===== src/design/ccu_params.svh =====
// Contract
// Compare the 16-bit compare value with the selected timer every cycle.
// On match, drive the pin high, low, toggle it, or leave it.
// In no-change action the pin follows the port output latch.
// Every compare match sets the unit interrupt flag in that cycle; the code registers the flag, so it shows one cycle after the match.
// Mode 1010 leaves the pin alone; flag only, interrupt only if enabled.
// Mode 1011 emits a special event trigger pulse on match.
// The special event trigger resets the currently selected timer.
// Writing zero to the control register forces the compare latch low.
// Software clears the pin direction bit before using output modes.
// The time base timer runs in timer or synchronized counter mode.
// PWM mode drives a waveform with up to ten bits of duty.
// Software switches the unit off before loading a new prescaler mode.
// Unimplemented register bits, including control bits 7:6, read as zero; without the enhanced unit, port bit 3 reads as one.
// The enhanced second unit exists only on larger variants.
// The capture prescaler is cleared when off or not capturing.
// The interrupt flag stays set until software clears it.
// Timer select bits in the third timer control pick each time base.
// Pin actions: 1000 drive high, 1001 drive low, 0010 toggle.
`ifndef CCU_PARAMS_SVH
`define CCU_PARAMS_SVH

// Register offsets
`define CCU_CMP_LO 4'h0
`define CCU_CMP_HI 4'h1
`define CCU_CTRL 4'h2
`define CCU_UNIT_STRIDE 4'h3
`define CCU_TSEL 4'h6
`define CCU_FLAGS 4'h7
`define CCU_ENABLES 4'h8
`define CCU_PORT 4'h9
`define CCU_PRESC 4'hA

// Field positions
`define CCU_TSEL_HIGH 6
`define CCU_TSEL_LOW 3
`define CCU_PORT_LATCH 0
`define CCU_PORT_DIR 1

// Reset values
`define CCU_PORT_RST 4'hA

// Mode encodings
`define CCU_MODE_OFF 4'h0
`define CCU_MODE_TOGGLE 4'h2
`define CCU_MODE_SET 4'h8
`define CCU_MODE_CLR 4'h9
`define CCU_MODE_SWI 4'hA
`define CCU_MODE_TRIG 4'hB
`define CCU_MODE_CAP 2'b01
`define CCU_MODE_PWM 2'b11

`endif


===== src/design/ccu_pkg.sv =====
package ccu_pkg;

  typedef enum logic [1:0] {
    CCU_ACT_NONE,
    CCU_ACT_HIGH,
    CCU_ACT_LOW,
    CCU_ACT_TOGGLE
  } ccu_act_t;

  typedef struct packed {
    logic [1:0][7:0] cmp_lo;
    logic [1:0][7:0] cmp_hi;
    logic [1:0][5:0] ctrl;
    logic [1:0][1:0] dlat2;
    logic [1:0][3:0] presc;
    logic [1:0] tsel;
    logic [1:0] flags;
    logic [1:0] en;
    logic [3:0] port;
    logic [1:0] eq;
    logic [1:0] clat;
    logic [1:0] pout;
    logic [1:0] poe;
    logic [1:0] spev;
    logic t1rst;
    logic t3rst;
    logic irq;
    logic [7:0] rdata;
  } ccu_state_t;

endpackage : ccu_pkg

===== src/design/ccu_compare_unit.sv =====
// Our own choices: the plain strobed port and the address map.
`include "ccu_params.svh"

module ccu_compare_unit #(
  parameter int HAS_ENH = 1
) (
  // Clock, reset, enable
  input wire logic clk,
  input wire logic rst,
  input wire logic ce,
  // Register port
  input wire logic [3:0] addr,
  input wire logic [7:0] wdata,
  input wire logic wr_en,
  input wire logic rd_en,
  output logic [7:0] rdata,
  // Timer counts
  input wire logic [15:0] first_timer_count,
  input wire logic [15:0] third_timer_count,
  output logic first_timer_reset,
  output logic third_timer_reset,
  // PWM time base
  input wire logic [7:0] second_timer_count,
  input wire logic [1:0] second_timer_fine,
  input wire logic second_timer_wrap,
  // Capture edge events
  input wire logic [1:0] cap_event,
  // Pins and triggers
  output logic [1:0] unit_output_pin,
  output logic [1:0] unit_output_pin_oe,
  output logic [1:0] special_event,
  output logic irq
);
  import ccu_pkg::*;

  localparam int NU = (HAS_ENH != 0) ? 2 : 1;

  if (HAS_ENH != 0 && HAS_ENH != 1) begin : g_bad_enh
    $error("HAS_ENH must be 0 or 1");
  end

  ccu_state_t s;
  ccu_state_t next_s;

  logic [1:0][3:0] mode;
  logic [1:0] use_t3;
  logic [1:0][15:0] tbase;
  logic [1:0] hit;
  logic [1:0] drive;
  logic [1:0] w1c;

  // Time base choice for each unit
  function automatic logic sel_t3(
    input logic [1:0] t,
    input int u
  );
    if (u == 0) begin
      return t[1];
    end
    return t[1] | t[0];
  endfunction

  // Pin action from the mode field
  function automatic ccu_act_t act_of(input logic [3:0] m);
    unique case (m)
      `CCU_MODE_SET: return CCU_ACT_HIGH;
      `CCU_MODE_CLR: return CCU_ACT_LOW;
      `CCU_MODE_TOGGLE: return CCU_ACT_TOGGLE;
      default: return CCU_ACT_NONE;
    endcase
  endfunction

  function automatic logic is_cmp(input logic [3:0] m);
    return (m == `CCU_MODE_TOGGLE) || (m[3:2] == 2'b10);
  endfunction

  function automatic logic [3:0] ubase(
    input int u,
    input logic [3:0] off
  );
    return 4'(off + u * `CCU_UNIT_STRIDE);
  endfunction

  always_comb begin
    next_s = s;
    next_s.spev = '0;
    next_s.t1rst = 1'b0;
    next_s.t3rst = 1'b0;
    next_s.rdata = '0;
    mode = '0;
    use_t3 = '0;
    tbase = '0;
    hit = '0;
    drive = '0;
    w1c = '0;

    for (int u = 0; u < NU; u++) begin
      mode[u] = s.ctrl[u][3:0];
      use_t3[u] = sel_t3(s.tsel, u);
      tbase[u] = use_t3[u] ? third_timer_count : first_timer_count;
      // Level compare, one event per entry into equality
      next_s.eq[u] = is_cmp(mode[u])
        && ({s.cmp_hi[u], s.cmp_lo[u]} == tbase[u]);
      hit[u] = next_s.eq[u] && !s.eq[u];

      unique case (act_of(mode[u]))
        CCU_ACT_HIGH: begin
          if (hit[u]) begin
            next_s.clat[u] = 1'b1;
          end
        end
        CCU_ACT_LOW: begin
          if (hit[u]) begin
            next_s.clat[u] = 1'b0;
          end
        end
        CCU_ACT_TOGGLE: begin
          if (hit[u]) begin
            next_s.clat[u] = ~s.clat[u];
          end
        end
        CCU_ACT_NONE: begin
        end
      endcase

      if (hit[u] && mode[u] == `CCU_MODE_TRIG) begin
        next_s.spev[u] = 1'b1;
        if (use_t3[u]) begin
          next_s.t3rst = 1'b1;
        end else begin
          next_s.t1rst = 1'b1;
        end
      end

      // Waveform with ten-bit duty, double buffered
      if (mode[u][3:2] == `CCU_MODE_PWM) begin
        if (second_timer_wrap) begin
          next_s.cmp_hi[u] = s.cmp_lo[u];
          next_s.dlat2[u] = s.ctrl[u][5:4];
          next_s.clat[u] = ({s.cmp_lo[u], s.ctrl[u][5:4]} != 10'h000);
        end else if ({s.cmp_hi[u], s.dlat2[u]}
            == {second_timer_count, second_timer_fine}) begin
          next_s.clat[u] = 1'b0;
        end
      end

      // Prescaler counts only while capturing
      if (mode[u][3:2] != `CCU_MODE_CAP) begin
        next_s.presc[u] = '0;
      end else if (cap_event[u]) begin
        next_s.presc[u] = s.presc[u] + 4'h1;
      end
    end

    // Register writes
    if (wr_en) begin
      for (int u = 0; u < NU; u++) begin
        if (addr == ubase(u, `CCU_CMP_LO)) begin
          next_s.cmp_lo[u] = wdata;
        end
        if (addr == ubase(u, `CCU_CMP_HI)
            && mode[u][3:2] != `CCU_MODE_PWM) begin
          next_s.cmp_hi[u] = wdata;
        end
        if (addr == ubase(u, `CCU_CTRL)) begin
          next_s.ctrl[u] = wdata[5:0];
        end
      end
      if (addr == `CCU_TSEL) begin
        next_s.tsel = {wdata[`CCU_TSEL_HIGH], wdata[`CCU_TSEL_LOW]};
      end
      if (addr == `CCU_FLAGS) begin
        w1c = wdata[1:0];
      end
      if (addr == `CCU_ENABLES) begin
        next_s.en = wdata[1:0];
      end
      if (addr == `CCU_PORT) begin
        next_s.port = wdata[3:0];
      end
    end

    for (int u = 0; u < NU; u++) begin
      // Unit off holds the compare latch low
      if (next_s.ctrl[u][3:0] == `CCU_MODE_OFF) begin
        next_s.clat[u] = 1'b0;
      end
      drive[u] = (act_of(next_s.ctrl[u][3:0]) != CCU_ACT_NONE)
        || (next_s.ctrl[u][3:2] == `CCU_MODE_PWM);
      // Without a pin action or PWM mode the pin shows the port latch
      next_s.pout[u] = drive[u] ? next_s.clat[u]
        : next_s.port[2 * u + `CCU_PORT_LATCH];
      next_s.poe[u] = !next_s.port[2 * u + `CCU_PORT_DIR];
    end

    // Set wins over a same-cycle clear
    next_s.flags = (s.flags & ~w1c) | hit;
    next_s.irq = |(next_s.flags & next_s.en);

    // Read data, one cycle after the strobe
    if (rd_en) begin
      for (int u = 0; u < NU; u++) begin
        if (addr == ubase(u, `CCU_CMP_LO)) begin
          next_s.rdata = s.cmp_lo[u];
        end
        if (addr == ubase(u, `CCU_CMP_HI)) begin
          next_s.rdata = s.cmp_hi[u];
        end
        if (addr == ubase(u, `CCU_CTRL)) begin
          next_s.rdata = {2'b00, s.ctrl[u]};
        end
      end
      unique case (addr)
        `CCU_TSEL: begin
          next_s.rdata[`CCU_TSEL_HIGH] = s.tsel[1];
          next_s.rdata[`CCU_TSEL_LOW] = s.tsel[0];
        end
        `CCU_FLAGS: next_s.rdata = {6'h00, s.flags};
        `CCU_ENABLES: next_s.rdata = {6'h00, s.en};
        `CCU_PORT: next_s.rdata = {4'h0, s.port};
        `CCU_PRESC: next_s.rdata = {s.presc[1], s.presc[0]};
        default: begin
        end
      endcase
    end

    // Absent enhanced unit stays silent
    if (NU == 1) begin
      next_s.flags[1] = 1'b0;
      next_s.en[1] = 1'b0;
      next_s.port[3:2] = 2'b10;
      next_s.poe[1] = 1'b0;
      next_s.pout[1] = 1'b0;
      next_s.irq = next_s.flags[0] & next_s.en[0];
    end
  end

  always_ff @(posedge clk) begin
    if (rst) begin
      s <= '0;
      s.port <= `CCU_PORT_RST;
    end else if (ce) begin
      s <= next_s;
    end
  end

  assign rdata = s.rdata;
  assign first_timer_reset = s.t1rst;
  assign third_timer_reset = s.t3rst;
  assign unit_output_pin = s.pout;
  assign unit_output_pin_oe = s.poe;
  assign special_event = s.spev;
  assign irq = s.irq;
endmodule // ccu_compare_unit


===== config.mk =====
export PLATFORM = sky130hd
export DESIGN_NAME = ccu_compare_unit
export DESIGN_NICKNAME = d
export VERILOG_FILES = /design/src/design/ccu_pkg.sv /design/src/design/ccu_compare_unit.sv
export VERILOG_INCLUDE_DIRS = /design/src /design/src/design
export SDC_FILE = /design/constraint.sdc
export NUM_CORES = 1
export LEC_CHECK = 0
export BUFFER_PORTS_ARGS = -buffer_cell sky130_fd_sc_hd__clkbuf_2
export CAP_MARGIN = 5
export CORE_UTILIZATION = 55
export CTS_CLUSTER_DIAMETER = 150
export CTS_CLUSTER_SIZE = 20
export DETAILED_ROUTE_END_ITERATION = 10
export PLACE_DENSITY = 0.74
export SETUP_SLACK_MARGIN = 0.02
export SKIP_CTS_REPAIR_TIMING = 1
export SLEW_MARGIN = 15
export SYNTH_ARGS = -nofsm -noshare
export SYNTH_HDL_FRONTEND = slang
export SYNTH_SLANG_ARGS = --single-unit

===== constraint.sdc =====
create_clock -name clk -period 5.7 [get_ports clk]
set_input_delay 0.57 -clock clk [delete_from_list [all_inputs] [get_ports clk]]
set_output_delay 0.57 -clock clk [all_outputs]
set_load 0.02 [all_outputs]

## Word level (Yosys, flattened, before mapping)

Index checks and enable logic that the tools add are counted.

- Register bits after elaboration: 87
- Input port bits: 62
- Output and inout bits: 17
- Word-level logic and storage cells: 176

- $add $sub $neg: 2
- Eq/ne operators: 44
- Multiplexer cells: 61
- Bitwise gates (word level): 7
- Reduce and logical (&&, ||, !) cells: 37

Operator list:

| operator | number |
|---|---|
| $mux 8 | 13 |
| $eq 4x4->1 const B | 13 |
| $eq 16x16->1 | 2 |
| $mux 16 | 2 |
| $mux 28 | 1 |
| $eq 4x2->1 const B | 6 |
| $pmux 2 s3 | 4 |
| $mux 1 | 21 |
| $reduce_and 3->1 | 7 |
| $eq 10x10->1 | 2 |
| $eq 2x2->1 const B | 10 |
| $mux 4 | 5 |
| $reduce_bool 10->1 | 2 |
| $mux 6 | 3 |
| $eq 4x3->1 const B | 4 |
| $logic_not 4->1 | 3 |
| $pmux 3 s4 | 1 |
| $pmux 1 s3 | 3 |
| $add 4x1->4 const B | 2 |
| $logic_and 1x1->1 | 8 |
| $mux 2 | 4 |
| $reduce_bool 2->1 | 4 |
| $and 2x2->2 | 2 |
| $eq 2x1->1 const B | 2 |
| 16 further kinds | 27 |

## Depth between registers and ports, before layout

Gate-level depths: netlist of the first run.

- Depth in word-level cells: 12
- Gate-level depth with buffers: 16
- Gate-level depth less buffers: 14

## Worst setup path before layout of the first run

No wires, ideal clock.

- Path kind: register to register
- Start point: reg s[30] (netlist name)
- End point: reg s, in the netlist unit_output_pin[0]
- Library setup time: 0.086 ns
- Arrival: 2.903 ns
- Data required time: 5.614 ns
- Setup slack: 2.712 ns
- Stages on the path, launching flop included: 16
- Buffers on the path: 2
- Period minus slack after synthesis: 2.988 ns
- Cell sequence: dfxtp_1 buf_6 buf_12 mux2i_1 xnor2_1 nor4_1 nand4_1 or3_4 ha_1 nor2_1 a21oi_1 o21ai_0 a31oi_1 a2111oi_0 a21oi_1 a211oi_1

- Longest elaborated chain between the ends: 11
- Elaborated cells between the ends (all ways): 13
- Classes of those cells: eq/ne: 1; mux: 10; reduce/logical: 2

Ends and longest elaborated chain:

| what | RTL line | RTL |
|---|---|---|
| from (decl) | ccu_compare_unit.sv:42 | `ccu_state_t s;` |
| from (signal assigned) | ccu_compare_unit.sv:243 | `s <= next_s;` |
| $mux 16 (*) | ccu_compare_unit.sv:100 | `tbase[u] = use_t3[u] ? third_timer_count : first_timer_count;` |
| $eq 16x16->1 (*) | ccu_compare_unit.sv:103 | `&& ({s.cmp_hi[u], s.cmp_lo[u]} == tbase[u]);` |
| $logic_and 1x1->1 (*) | ccu_compare_unit.sv:103 |  |
| $logic_and 1x1->1 (*) | ccu_compare_unit.sv:104 | `hit[u] = next_s.eq[u] && !s.eq[u];` |
| $mux 1, on equally long branches | ccu_compare_unit.sv:118, ccu_compare_unit.sv:108, ccu_compare_unit.sv:113 |  |
| $pmux 1 s3 (*) | ccu_compare_unit.sv:106 | `unique case (act_of(mode[u]))` |
| $mux 1 | ccu_compare_unit.sv:141 | `end else if ({s.cmp_hi[u], s.dlat2[u]}` |
| $mux 1 | ccu_compare_unit.sv:137 | `if (second_timer_wrap) begin` |
| $mux 1 (*) | ccu_compare_unit.sv:136 | `` if (mode[u][3:2] == `CCU_MODE_PWM) begin `` |
| $mux 1 (*) | ccu_compare_unit.sv:185 | `` if (next_s.ctrl[u][3:0] == `CCU_MODE_OFF) begin `` |
| $mux 1 (*) | ccu_compare_unit.sv:191 | `next_s.pout[u] = drive[u] ? next_s.clat[u]` |

Every way passes the cells marked *; elsewhere a longest branch is shown, timed or not.
A chain may end at the register's enable or synchronous reset.

## Worst setup path after layout of the first run

Same ends and word-level chain as after synthesis.

==> summary.txt, run 1 <==
Die
  – I/O pin count: 79
  – Core Footprint: roughly 10,000 um2
  – Die width: 105 um
  – Full die area: 11,000 um2
  – Initial Utilization: between 50% and 60%
  – Site row count: 37
  – Height of the die: 105 um

Synth
  – Synth Area in XOR/XNOR: about 7.2%
  – Synth Area in Adders: under 10%
  – Synth Flop Type: dfxtp_1
  – Cells after synthesis: around 710
  – Avg Synthesized Cell Area: roughly 8.2 um2
  – Post-synth EDFFs: 0
  – Synth top area share: approximately 30%
  – Synth Area in Compound Gates: around a fifth
  – Main combinational cell family by area after synthesis: simple AND/OR/NAND/NOR gates
  – Async SR Flop Fraction: 0%
  – Synth Warn #: 0
  – Synth Area in Simple Gates: roughly 22%
  – Proportion of synthesized area in mux cells: between 10 and 15%
  – Synth cell types: 63
  – Register area share after synthesis: roughly 30%
  – Seq cells post-synth: slightly below 90
  – Mapped cell area: slightly below 6000 um2
  – Dominant cell type by area after synthesis: dfxtp_1
  – Top post-synthesis cells by area: dfxtp_1 30%, mux2i_1 11%, nor2_1 6.1%, xor2_1 4.1%, xnor2_1 3.2%
  – Syn Nets: 782

Pwr
  – Worst VDD drop: ~0.16 mV
  – NetSw: roughly 0.00036 W
  – P_int: 0.000893 W
  – Comb power frac: between 10% and 20%
  – Sw Share: slightly below 30%
  – Clock power frac: 36.5%
  – Pwr per Cell Area: roughly 200 nW/um2
  – Sequential power share: 49.5%
  – Pleak: between 2 and 3 nW

Run status
  – Outcome: completed

Drt
  – Vias: approximately 5,700
  – DR DRC count: 0
  – Drt wl/cell: between 20 and 25 um
  – Post-route ant nets: 0
  – Vias/cell: between 6 and 7
  – Final wirelength: between 15,000 and 20,000 um
  – DR pass1 iterations: 6
  – Starting DRT DRC Count: 672

Timing
  – Final Hold Fails: 0
  – Final setup violation count: 0
  – Rel. slew slack: 36.9%
  – Slew Viols, Final: 0
  – Tmin final: ~3.7 ns
  – RSZ-0062 raised after global routing: false
  – Highest clock rate: between 200 and 300 MHz
  – Setup Skew: 0.00603 ns
  – Worst-margin pin slew: between 0.9 and 1 ns
  – TNS Setup: 0 ns
  – Tcrit/Tclk final: between 60% and 70%

Finish
  – Inserted Diodes: 0
  – Final #Nets: 811
  – Filler instances: around 970
  – Layout area overhead: 8.08%
  – Commonest non-fill, non-tap cell in the layout: nor2_1
  – Final Core Density: approximately three fifths
  – Most frequent cells in the layout: 94 x nor2_1, 87 x dfxtp_1, 78 x clkbuf_2, 65 x mux2i_1, 35 x a21oi_1
  – Fraction of layout cells with a size suffix above 1: 15.8%

Min path
  – Hold Path Class: flop to flop
  – Hold depth: 2
  – Hold Startpoint: first_timer_reset$_SDFFE_PP0P_
  – WHS Endpoint: first_timer_reset$_SDFFE_PP0P_

GRT
  – Grt ovf: 0
  – Pin count of the biggest net entering global routing: between 60 and 70
  – First-pass GRT wire length: between 20,000 and 30,000 um
  – Gr usage total: 34.6%
  – Vias in the first global route: about 5,300
  – Antenna violations before repair: 0

Clock tree
  – CTS tree: built
  – Clock Tree Buf Depth: 2
  – CTS Buf Count: 9
  – H-tree levels: 3
  – Clock tree root driver cell: clkbuf_8
  – Clock transition at path regs: 0.09 ns
  – Skew-Pair Late Insertion Delay: between 0.3 and 0.4 ns
  – CTS sink count: just under 90

Critical path
  – R2R setup slack: between 1.5 and 2 ns
  – Worst Setup Start Kind: flop
  – Req. time, crit path: roughly 6 ns
  – Worst Setup End Kind: flop
  – Critical path arrival: 4.03 ns
  – FF-to-FF path depth: 14
  – R2R Path Start: s[30]$_SDFFE_PP0P_
  – Crit-path max FO: 19
  – Reg-to-Reg End: unit_output_pin[0]$_SDFFE_PP0P_
  – Crit Path Category: flop to flop

Placed design
  – Post-DP HPWL: roughly 14,000 um
  – Port bufs: 78
  – Routability Congestion: about 0.92

Job
  – Number of max-cap violations: 0
state kept, by name, indices dropped and copies added (netlist names):
signal and flops:
rdata 8, special_event 2, third_timer_reset 1, irq 1, s 62, mode 8, first_timer_reset 1, unit_output_pin_oe 2
unit_output_pin 2
worst max-delay path by stage:
stage / from / end / slack, ns / cells after the start
after floorplan: s[30]$_SDFFE_PP0P_ / unit_output_pin[0]$_SDFFE_PP0P_ / 2.71 / 15
after global placement: s[30]$_SDFFE_PP0P_ / unit_output_pin[0]$_SDFFE_PP0P_ / 2.13 / 14
after detailed placement: s[30]$_SDFFE_PP0P_ / unit_output_pin[0]$_SDFFE_PP0P_ / 2.02 / 14
after CTS: s[30]$_SDFFE_PP0P_ / unit_output_pin[0]$_SDFFE_PP0P_ / 2.00 / 14
after global routing: s[30]$_SDFFE_PP0P_ / unit_output_pin[0]$_SDFFE_PP0P_ / 1.50 / 14
final: s[30]$_SDFFE_PP0P_ / unit_output_pin[0]$_SDFFE_PP0P_ / 1.96 / 14
metal layers:
layer  share of wire (%)  GRT usage [%]  routed length (um)  vias to the layer above
met5                   0              0                   0                        -
met4                 4.4           14.6                 822                        0
met3                  10           4.74                1940                       66
met2                  43           52.2                8110                      362
met1                  42           49.4                7960                     2660
li1                    -              -                   -                     2660
power groups by stage:
stage	Clock (W)	Sequential (W)	Combinational [W]
after detailed placement	0	0.000637	0.000171
final	0.000460	0.000623	0.000175
after floorplan	0	0.000633	0.000112
after CTS	0.000458	0.000623	0.000172
after global placement	0	0.000637	0.000170
after global routing	0.000483	0.000624	0.000189
cells in the mapped netlist, types with 18 or more instances:
| cell | n |
|---|---|
| a21oi_1 | 35 |
| clkbuf_1 | 38 |
| dfxtp_1 | 87 |
| inv_1 | 21 |
| mux2i_1 | 65 |
| nand2_1 | 33 |
| nand3_1 | 18 |
| nor2_1 | 94 |
| nor3_1 | 18 |
| o21ai_0 | 26 |
| o22ai_1 | 22 |
| xnor2_1 | 21 |
| xor2_1 | 27 |
area by class of cell:
type	instances	area (um2)	share of cell area, %
repair buffers	82	420	6.68
well taps	136	170	2.70
flip-flops and latches	87	1740	27.7
multi-input cells	542	3670	58.4
clock buffers	10	138	2.19
clock inverters	6	67.6	1.07
inverters	21	78.8	1.25
worst max-delay path: stages (launching register included):
cell and delay (ns):
dfxtp_1 0.53, buf_4 0.36, mux2i_1 0.29, xnor2_1 0.12
nor4_1 0.32, nand4_1 0.13, or3_4 0.41, ha_1 0.19
nor2_1 0.08, a21oi_1 0.05, o21ai_0 0.18, a31oi_1 0.06
a2111oi_0 0.53, a21oi_1 0.14, a211oi_1 0.25
metrics by stage:
step | hold WS, ns | std cells | setup WS, ns | cell area [um2] | power, W
6_report | 0.460 | 884 | 1.96 | 6290 | 0.00126
5_1_grt | 0.469 | 884 | 1.50 | 6290 | 0.00130
4_1_cts | 0.459 | 884 | 2.00 | 6290 | 0.00125
3_5_place_dp | 0.447 | 868 | 2.02 | 6090 | 0.000808
3_3_place_gp | 0.435 | 868 | 2.13 | 6090 | 0.000807
2_1_floorplan | 0.441 | 714 | 2.71 | 5820 | 0.000744
logic make-up after synthesis:
logic type | after synthesis
and+or+nand+nor | 250
muxes | 76
adders and majority gates | 6
DFF | 87
xor gates and xnor gates | 48
buffers and inverters | 85
AOI/OAI and AO/OA | 162
Note: power is estimated with default switching activity, not from simulation.
==> inputs of run 2 (changes only) <==
--- a/config.mk
+++ b/config.mk
@@ -6,6 +6,7 @@
 export SDC_FILE = /design/constraint.sdc
 export NUM_CORES = 1
 export LEC_CHECK = 0
+export ABC_AREA = 1
 export BUFFER_PORTS_ARGS = -buffer_cell sky130_fd_sc_hd__clkbuf_2
 export CAP_MARGIN = 5
 export CORE_UTILIZATION = 55
==> constraint.sdc (replaced) <==
create_clock -name clk -period 3.6 [get_ports clk]
set_input_delay 0.36 -clock clk [delete_from_list [all_inputs] [get_ports clk]]
set_output_delay 0.36 -clock clk [all_outputs]
set_load 0.02 [all_outputs]
==> summary.txt, run 2 <==
Placed design
  – Cells after DPL: 1,166 (+34%)
  – Cell Area, Placed: 6400 um2 (+5.2%)
  – Place WS: 0.911 ns (-1.11 ns)
  – Routability Congestion: 0.981 (+6.2%)
  – Post-DP HPWL: 16,100 um (+15%)
  – Port bufs: 78 (unchanged)

GRT
  – Vias in the first global route: 6,239 (+18%)
  – Antenna violations before repair: 0 (unchanged)
  – Pin count of the biggest net entering global routing: 56 (-9.7%)
  – Gr usage total: 38.0% (+3.3 points)
  – First-pass GRT wire length: 32,600 um (+11%)
  – Grt ovf: 0 (unchanged)

Drt
  – Vias/cell: 5.90 (-9.3%)
  – Drt wl/cell: 17.9 um (-16%)
  – Starting DRT DRC Count: 901 (+34%)
  – Post-route ant nets: 0 (unchanged)
  – DR DRC count: 0 (unchanged)
  – Final wirelength: 21,100 um (+12%)
  – DR pass1 iterations: 7 (+1)
  – Vias: 6,969 (+21%)

Synth
  – Avg Synthesized Cell Area: 6.10 um2 (-25%)
  – Top post-synthesis cells by area: dfxtp_1 29%, nand2_1 17%, o21ai_0 10%, inv_1 8.9%, a21oi_1 6.6%
  – Mapped cell area: 6050 um2 (+3.9%)
  – Dominant cell type by area after synthesis: dfxtp_1
  – Synth Warn #: 0 (unchanged)
  – Syn Nets: 1,059 (+35%)
  – Synth cell types: 42 (-33%)
  – Seq cells post-synth: 87 (unchanged)
  – Cells after synthesis: 991 (+39%)
  – Most instantiated cells after synthesis: 272 x nand2_1, 144 x inv_1, 124 x o21ai_0
  – Synth top area share: 28.8% (-1.1 points)
  – Register area share after synthesis: 28.8% (-1.1 points)
  – Post-synth EDFFs: 0 (unchanged)
  – Async SR Flop Fraction: 0% (unchanged)
  – Synth Flop Type: dfxtp_1
  – Most frequent cell after synthesis: nand2_1

Finish
  – Commonest non-fill, non-tap cell in the layout: nand2_1
  – Cell Count, Final, Fillers Out: 1,182 (+34%)
  – Reg with most FFs: s
  – Filler instances: 1,097 (+13%)
  – Design area: 6650 um2 (+5.8%)
  – Fraction of layout cells with a size suffix above 1: 11.5% (-4.3 points)
  – Inserted Diodes: 0 (unchanged)
  – Layout area overhead: 10.1%
  – Max reg flops: 62 (unchanged)
  – Most frequent cells in the layout: 272 x nand2_1, 144 x inv_1, 124 x o21ai_0, 87 x dfxtp_1, 80 x a21oi_1
  – Final #Nets: 1,109 (+37%)

Timing
  – Highest clock rate: 361 MHz (+35%)
  – TNS Setup: 0 ns (unchanged)
  – Tmin final: 2.77 ns (-0.966 ns)
  – Post-route setup slack: 0.828 ns (-1.13 ns)
  – Rel. slew slack: 59.9% (+23 points)
  – Worst-margin pin slew: 0.601 ns (-0.340 ns)
  – RSZ-0062 raised after global routing: false
  – Tcrit/Tclk final: 77.0% (+11 points)
  – Setup Skew: 0.0100 ns (+0.00397 ns)
  – Final setup violation count: 0 (unchanged)
  – Slew Viols, Final: 0 (unchanged)
  – Final Hold Fails: 0 (unchanged)

Critical path
  – Critical-path cell with the highest stage delay: dfxtp_1
  – Max stage delay on crit path: 0.41 ns (-0.12 ns)
  – Critical path arrival: 3.03 ns (-1.00 ns)
  – CP top delay family: simple AND/OR/NAND/NOR gates
  – Req. time, crit path: 3.86 ns (-2.13 ns)
  – Worst Setup Start Kind: flop
  – Most used cell, CP: nand2_1
  – Worst path bufs/invs: 2 (+1)
  – Crit Path Category: flop to flop
  – Worst Setup End Kind: flop
  – CP Cell Sequence: inv_2 -> nand2_2 -> nand2_1 -> nand3_1 -> nand2_1 -> inv_1 -> nand2_1 -> nor2_1 -> nand3_1 -> nor2_2 -> nand2_1 -> ha_1 -> o21ai_0 -> and3_1 -> a31oi_1 -> nand2_1 -> nand2_1 -> nand2_1 -> a21oi_1
  – Crit-path max FO: 16 (-3)

Die
  – Core Footprint: 10,500 um2 (+2.3%)
  – Initial Utilization: 57.5% (+0.90 points)
  – Die width: 107 um (+1.9%)
  – I/O pin count: 79 (unchanged)
  – Site row count: 37 (unchanged)
  – Height of the die: 107 um (+1.9%)
  – Full die area: 11,400 um2 (+3.8%)

Clock tree
  – CTS Buf Count: 9 (unchanged)
  – CTS tree: built
  – Clock transition at path regs: 0.09 ns (about the same)
  – Clock Tree Buf Depth: 2 (unchanged)
  – CTS sink count: 87 (unchanged)
  – Clock tree root driver cell: clkbuf_8
  – Skew-Pair Late Insertion Delay: 0.38 ns (about the same)
  – H-tree levels: 3 (unchanged)

Min path
  – Hold Path Class: input pin to flop

Run status
  – Outcome: completed

Pwr
  – Power Total: 0.00225 W (+79%)
  – Worst VDD drop: 0.278 mV (+71%)
  – Pleak: 3.02 nW (+20%)
  – Pwr per Cell Area: 339 nW/um2 (+69%)

Job
  – Number of max-cap violations: 0 (unchanged)
[run 2: final timing paths]
kind / endpoint / slack, ns / depth (start not counted) / start
setup / recovery: unit_output_pin[1]$_SDFFE_PP0P_ / 0.83 / 19 / s[30]$_SDFFE_PP0P_
hold / removal: s[35]$_SDFFE_PP0P_ / 0.31 / 4 / rst
setup reg to reg: unit_output_pin[1]$_SDFFE_PP0P_ / 0.83 / 19 / s[30]$_SDFFE_PP0P_
hold reg to reg: rdata[4]$_SDFFE_PP0P_ / 0.47 / 2 / rdata[4]$_SDFFE_PP0P_
[run 2: final cells by class]
| class | count | area [um2] | share of cell area, % |
|---|---|---|---|
| multi-input cells | 710 | 3500 | 52.6 |
| inverters | 149 | 559 | 8.41 |
| well taps | 136 | 170 | 2.56 |
| flip-flops and latches | 87 | 1740 | 26.2 |
| repair buffers | 84 | 435 | 6.54 |
| clock buffers | 9 | 124 | 1.86 |
| clock inverters | 7 | 125 | 1.88 |
[run 2: metal layers]
metal  GRT usage, %  vias to the layer above  share of wire (%)
met2           57.9                      406                 43
met5              0                        -                  0
met1           53.1                     3155                 43
met4           11.2                        0                2.5
met3           8.88                       44                 11
li1               -                     3364                  -
[run 2: through the flow]
step | hold slack, ns | utilization (%)
floorplan | 0.445 | -
global placement | 0.454 | 60.9
detailed placement | 0.455 | 60.9
CTS | 0.295 | 63.3
global route | 0.321 | 63.3
finish | 0.306 | 63.3
[run 2: kinds of logic (layout without fill, tap and decap cells)]
group | Yosys count | count (layout) | share of synthesized area, %
buf+inv | 194 | 249 | 13.3
fa+ha+maj | 6 | 6 | 1.24
simple gates | 413 | 413 | 28.7
xor+xnor | 15 | 15 | 2.17
compound gates | 276 | 276 | 25.7
flops | 87 | 87 | 28.8
[run 2: report_power, final]
part / total, W / internal (W) / switching, W
Clock: 0.000857 / 0.000470 / 0.000388
Sequential: 0.00101 / 0.000988 / 0.0000237
Combinational: 0.000384 / 0.000121 / 0.000263
Total: 0.00225 / 0.00158 / 0.000674
[run 2: worst reg2reg max path: cells and delay by family, from the launching register on]
family                     cells  cell delay, ns
adders and majority gates      1            0.29
and+or+nand+nor               13            1.54
DFF                            1            0.41
AOI/OAI and AO/OA              3            0.25
buffers and inverters          2            0.18
==> inputs of run 3 (changes only) <==
--- a/config.mk
+++ b/config.mk
@@ -9,7 +9,7 @@
 export ABC_AREA = 1
 export BUFFER_PORTS_ARGS = -buffer_cell sky130_fd_sc_hd__clkbuf_2
 export CAP_MARGIN = 5
-export CORE_UTILIZATION = 55
+export CORE_UTILIZATION = 53
 export CTS_CLUSTER_DIAMETER = 150
 export CTS_CLUSTER_SIZE = 20
 export DETAILED_ROUTE_END_ITERATION = 10
==> constraint.sdc (replaced) <==
create_clock -name clk -period 2.5 [get_ports clk]
set_input_delay 0.25 -clock clk [delete_from_list [all_inputs] [get_ports clk]]
set_output_delay 0.25 -clock clk [all_outputs]
set_load 0.02 [all_outputs]
==> summary.txt, run 3 (same netlist as run 2, synthesis figures left out) <==
Run status
  – Outcome: complete, but fails checks
  – Violated checks: negative setup slack

Finish
  – Fraction of layout cells with a size suffix above 1: 18.8% (+7.3 points)
  – Final #Nets: 1,172 (+5.7%)
  – Design area: 7370 um2 (+11%)
  – Multi-input logic area: 3640 um2 (+4.0%)
  – Most frequent cells in the layout: 262 x nand2_1, 144 x inv_1, 122 x o21ai_0, 85 x dfxtp_1, 79 x a21oi_1
  – Filler instances: 1,051 (-4.2%)
  – Inserted Diodes: 0 (unchanged)
  – Layout area overhead: 21.9%
  – Commonest non-fill, non-tap cell in the layout: nand2_1
  – Register area: 1740 um2 (+0.14%)
  – Max reg flops: 62 (unchanged)
  – Reg with most FFs: s

Drt
  – DR pass1 iterations: 7 (unchanged)
  – Final wirelength: 22,300 um (+5.7%)
  – Starting DRT DRC Count: 818 (-9.2%)
  – Drt wl/cell: 17.9 um (about the same)
  – Vias/cell: 5.79 (-1.7%)
  – Post-route ant nets: 0 (unchanged)
  – DR DRC count: 0 (unchanged)
  – Vias: 7,231 (+3.8%)

Critical path
  – Critical path arrival: 2.86 ns (-0.17 ns)
  – R2R Path Start: s[29]$_SDFFE_PP0P_
  – FF-to-FF path depth: 21 (+2)
  – Worst Setup Start Kind: flop
  – Req. time, crit path: 2.73 ns (-1.13 ns)
  – Crit-path max FO: 8 (-8)
  – Reg-to-Reg End: unit_output_pin[1]$_SDFFE_PP0P_
  – R2R setup slack: -0.13 ns (-0.96 ns)
  – Worst Setup End Kind: flop
  – Crit Path Category: flop to flop

Timing
  – Highest clock rate: 381 MHz (+5.5%)
  – Slew Viols, Final: 0 (unchanged)
  – Final setup violation count: 3 (+3)
  – Rel. slew slack: 63.9% (+4.0 points)
  – RSZ-0062 raised after global routing: true
  – Setup Skew: 0.00924 ns (-0.000766 ns)
  – Tcrit/Tclk final: 105% (+28 points)
  – Final Hold Fails: 0 (unchanged)
  – Tmin final: 2.63 ns (-0.145 ns)
  – Worst-margin pin slew: 0.541 ns (-0.0598 ns)
  – Post-route setup slack: -0.127 ns (-0.955 ns)

Pwr
  – Pwr per Cell Area: 470 nW/um2 (+39%)
  – Worst VDD drop: 0.548 mV (+97%)
  – Pleak: 3.38 nW (+12%)

Clock tree
  – CTS sink count: 87 (unchanged)
  – Clock transition at path regs: 0.06 ns (-0.03 ns)
  – CTS tree: built
  – Clock Tree Buf Depth: 2 (unchanged)
  – CTS Buf Count: 9 (unchanged)
  – H-tree levels: 3 (unchanged)
  – Clock tree root driver cell: clkbuf_16
  – Skew-Pair Late Insertion Delay: 0.35 ns (-0.03 ns)

Min path
  – Hold depth: 3 (-1)
  – WHS Endpoint: s[62]$_SDFFE_PP0P_
  – Hold Startpoint: wdata[7]
  – Hold Path Class: input pin to flop

GRT
  – Vias in the first global route: 6,232 (-0.11%)
  – GR Layer Usage met3: 8.01% (-0.87 points)
  – First-pass GRT wire length: 33,400 um (+2.3%)
  – Gr usage total: 38.1% (+0.079 points)
  – Pin count of the biggest net entering global routing: 57 (+1.8%)
  – GR peak layer: met2
  – Grt ovf: 0 (unchanged)
  – Met1 Resource Use GR: 53.8% (+0.66 points)
  – Antenna violations before repair: 0 (unchanged)
  – Grt met2 use: 57.7% (-0.15 points)

Placed design
  – Cell Area, Placed: 6840 um2 (+6.8%)
  – Routability Congestion: 0.991 (+1.1%)
  – Port bufs: 78 (unchanged)
  – Post-DP HPWL: 16,700 um (+3.5%)
  – Place WS: -0.144 ns (-1.05 ns)

Die
  – I/O pin count: 79 (unchanged)
  – Die width: 109 um (+1.8%)
  – Full die area: 11,800 um2 (+3.7%)
  – Site row count: 38 (+2.7%)
  – Height of the die: 109 um (+1.8%)
  – Initial Utilization: 55.0% (-2.5 points)
  – Core Footprint: 11,000 um2 (+4.5%)

Job
  – Number of max-cap violations: 0 (unchanged)
-- run 3: layout make-up --
| class | instances | area share [%] |
|---|---|---|
| well taps | 140 | 2.38 |
| inverters | 149 | 7.59 |
| clock inverters | 3 | 0.577 |
| clock buffers | 12 | 3.48 |
| multi-input cells | 710 | 49.4 |
| repair buffers | 147 | 12.9 |
| flip-flops and latches | 87 | 23.7 |
-- run 3: worst max-delay path by stage --
stage / startpoint / end / cells after the start
2_1_floorplan: s[30]$_SDFFE_PP0P_ / unit_output_pin[1]$_SDFFE_PP0P_ / 17
3_3_place_gp: s[30]$_SDFFE_PP0P_ / unit_output_pin[0]$_SDFFE_PP0P_ / 17
3_5_place_dp: s[30]$_SDFFE_PP0P_ / unit_output_pin[1]$_SDFFE_PP0P_ / 20
4_1_cts: s[30]$_SDFFE_PP0P_ / unit_output_pin[1]$_SDFFE_PP0P_ / 21
5_1_grt: s[30]$_SDFFE_PP0P_ / unit_output_pin[1]$_SDFFE_PP0P_ / 21
6_report: s[29]$_SDFFE_PP0P_ / unit_output_pin[1]$_SDFFE_PP0P_ / 21
-- run 3: metal layers --
metal	vias to the layer above	wire [um]
met5	-	0
met4	0	537
met3	45	2360
met2	399	9790
met1	3304	9630
li1	3483	-
-- run 3: critical path: stages, from the launching register on --
cell,delay (ns)
dfxtp_2,0.33
buf_6,0.12
nor2_4,0.16
buf_6,0.17
nand2_2,0.06
nand3_2,0.07
nand2_1,0.06
inv_1,0.06
nand2_1,0.05
nor2_1,0.11
nand3_1,0.13
nor2_4,0.17
nand2_2,0.10
buf_6,0.13
ha_4,0.14
o211ai_1,0.14
and3_1,0.17
a31oi_1,0.04
nand2_1,0.10
nand2_1,0.05
nand2_1,0.07
a21oi_2,0.05
-- run 3: power breakdown --
part | internal (W) | leakage, nW | switching [W]
combinational | 0.000225 | 2.53 | 0.000399
clock | 0.000822 | 0.145 | 0.000563
sequential | 0.00142 | 0.707 | 0.0000327
total | 0.00247 | 3.38 | 0.000995
-- run 3: per-stage QoR --
step | cells | hold slack [ns] | power (W) | util (%) | TNS, ns
after global placement | 1226 | 0.454 | 0.00206 | 62.3 | -0.170
after global routing | 1248 | 0.261 | 0.00360 | 67.1 | -0.998
final | 1248 | 0.264 | 0.00347 | 67.1 | -0.200
after CTS | 1241 | 0.256 | 0.00343 | 65.0 | -0.356
after detailed placement | 1226 | 0.457 | 0.00207 | 62.3 | -0.295
after floorplan | 991 | 0.406 | 0.00183 | - | 0
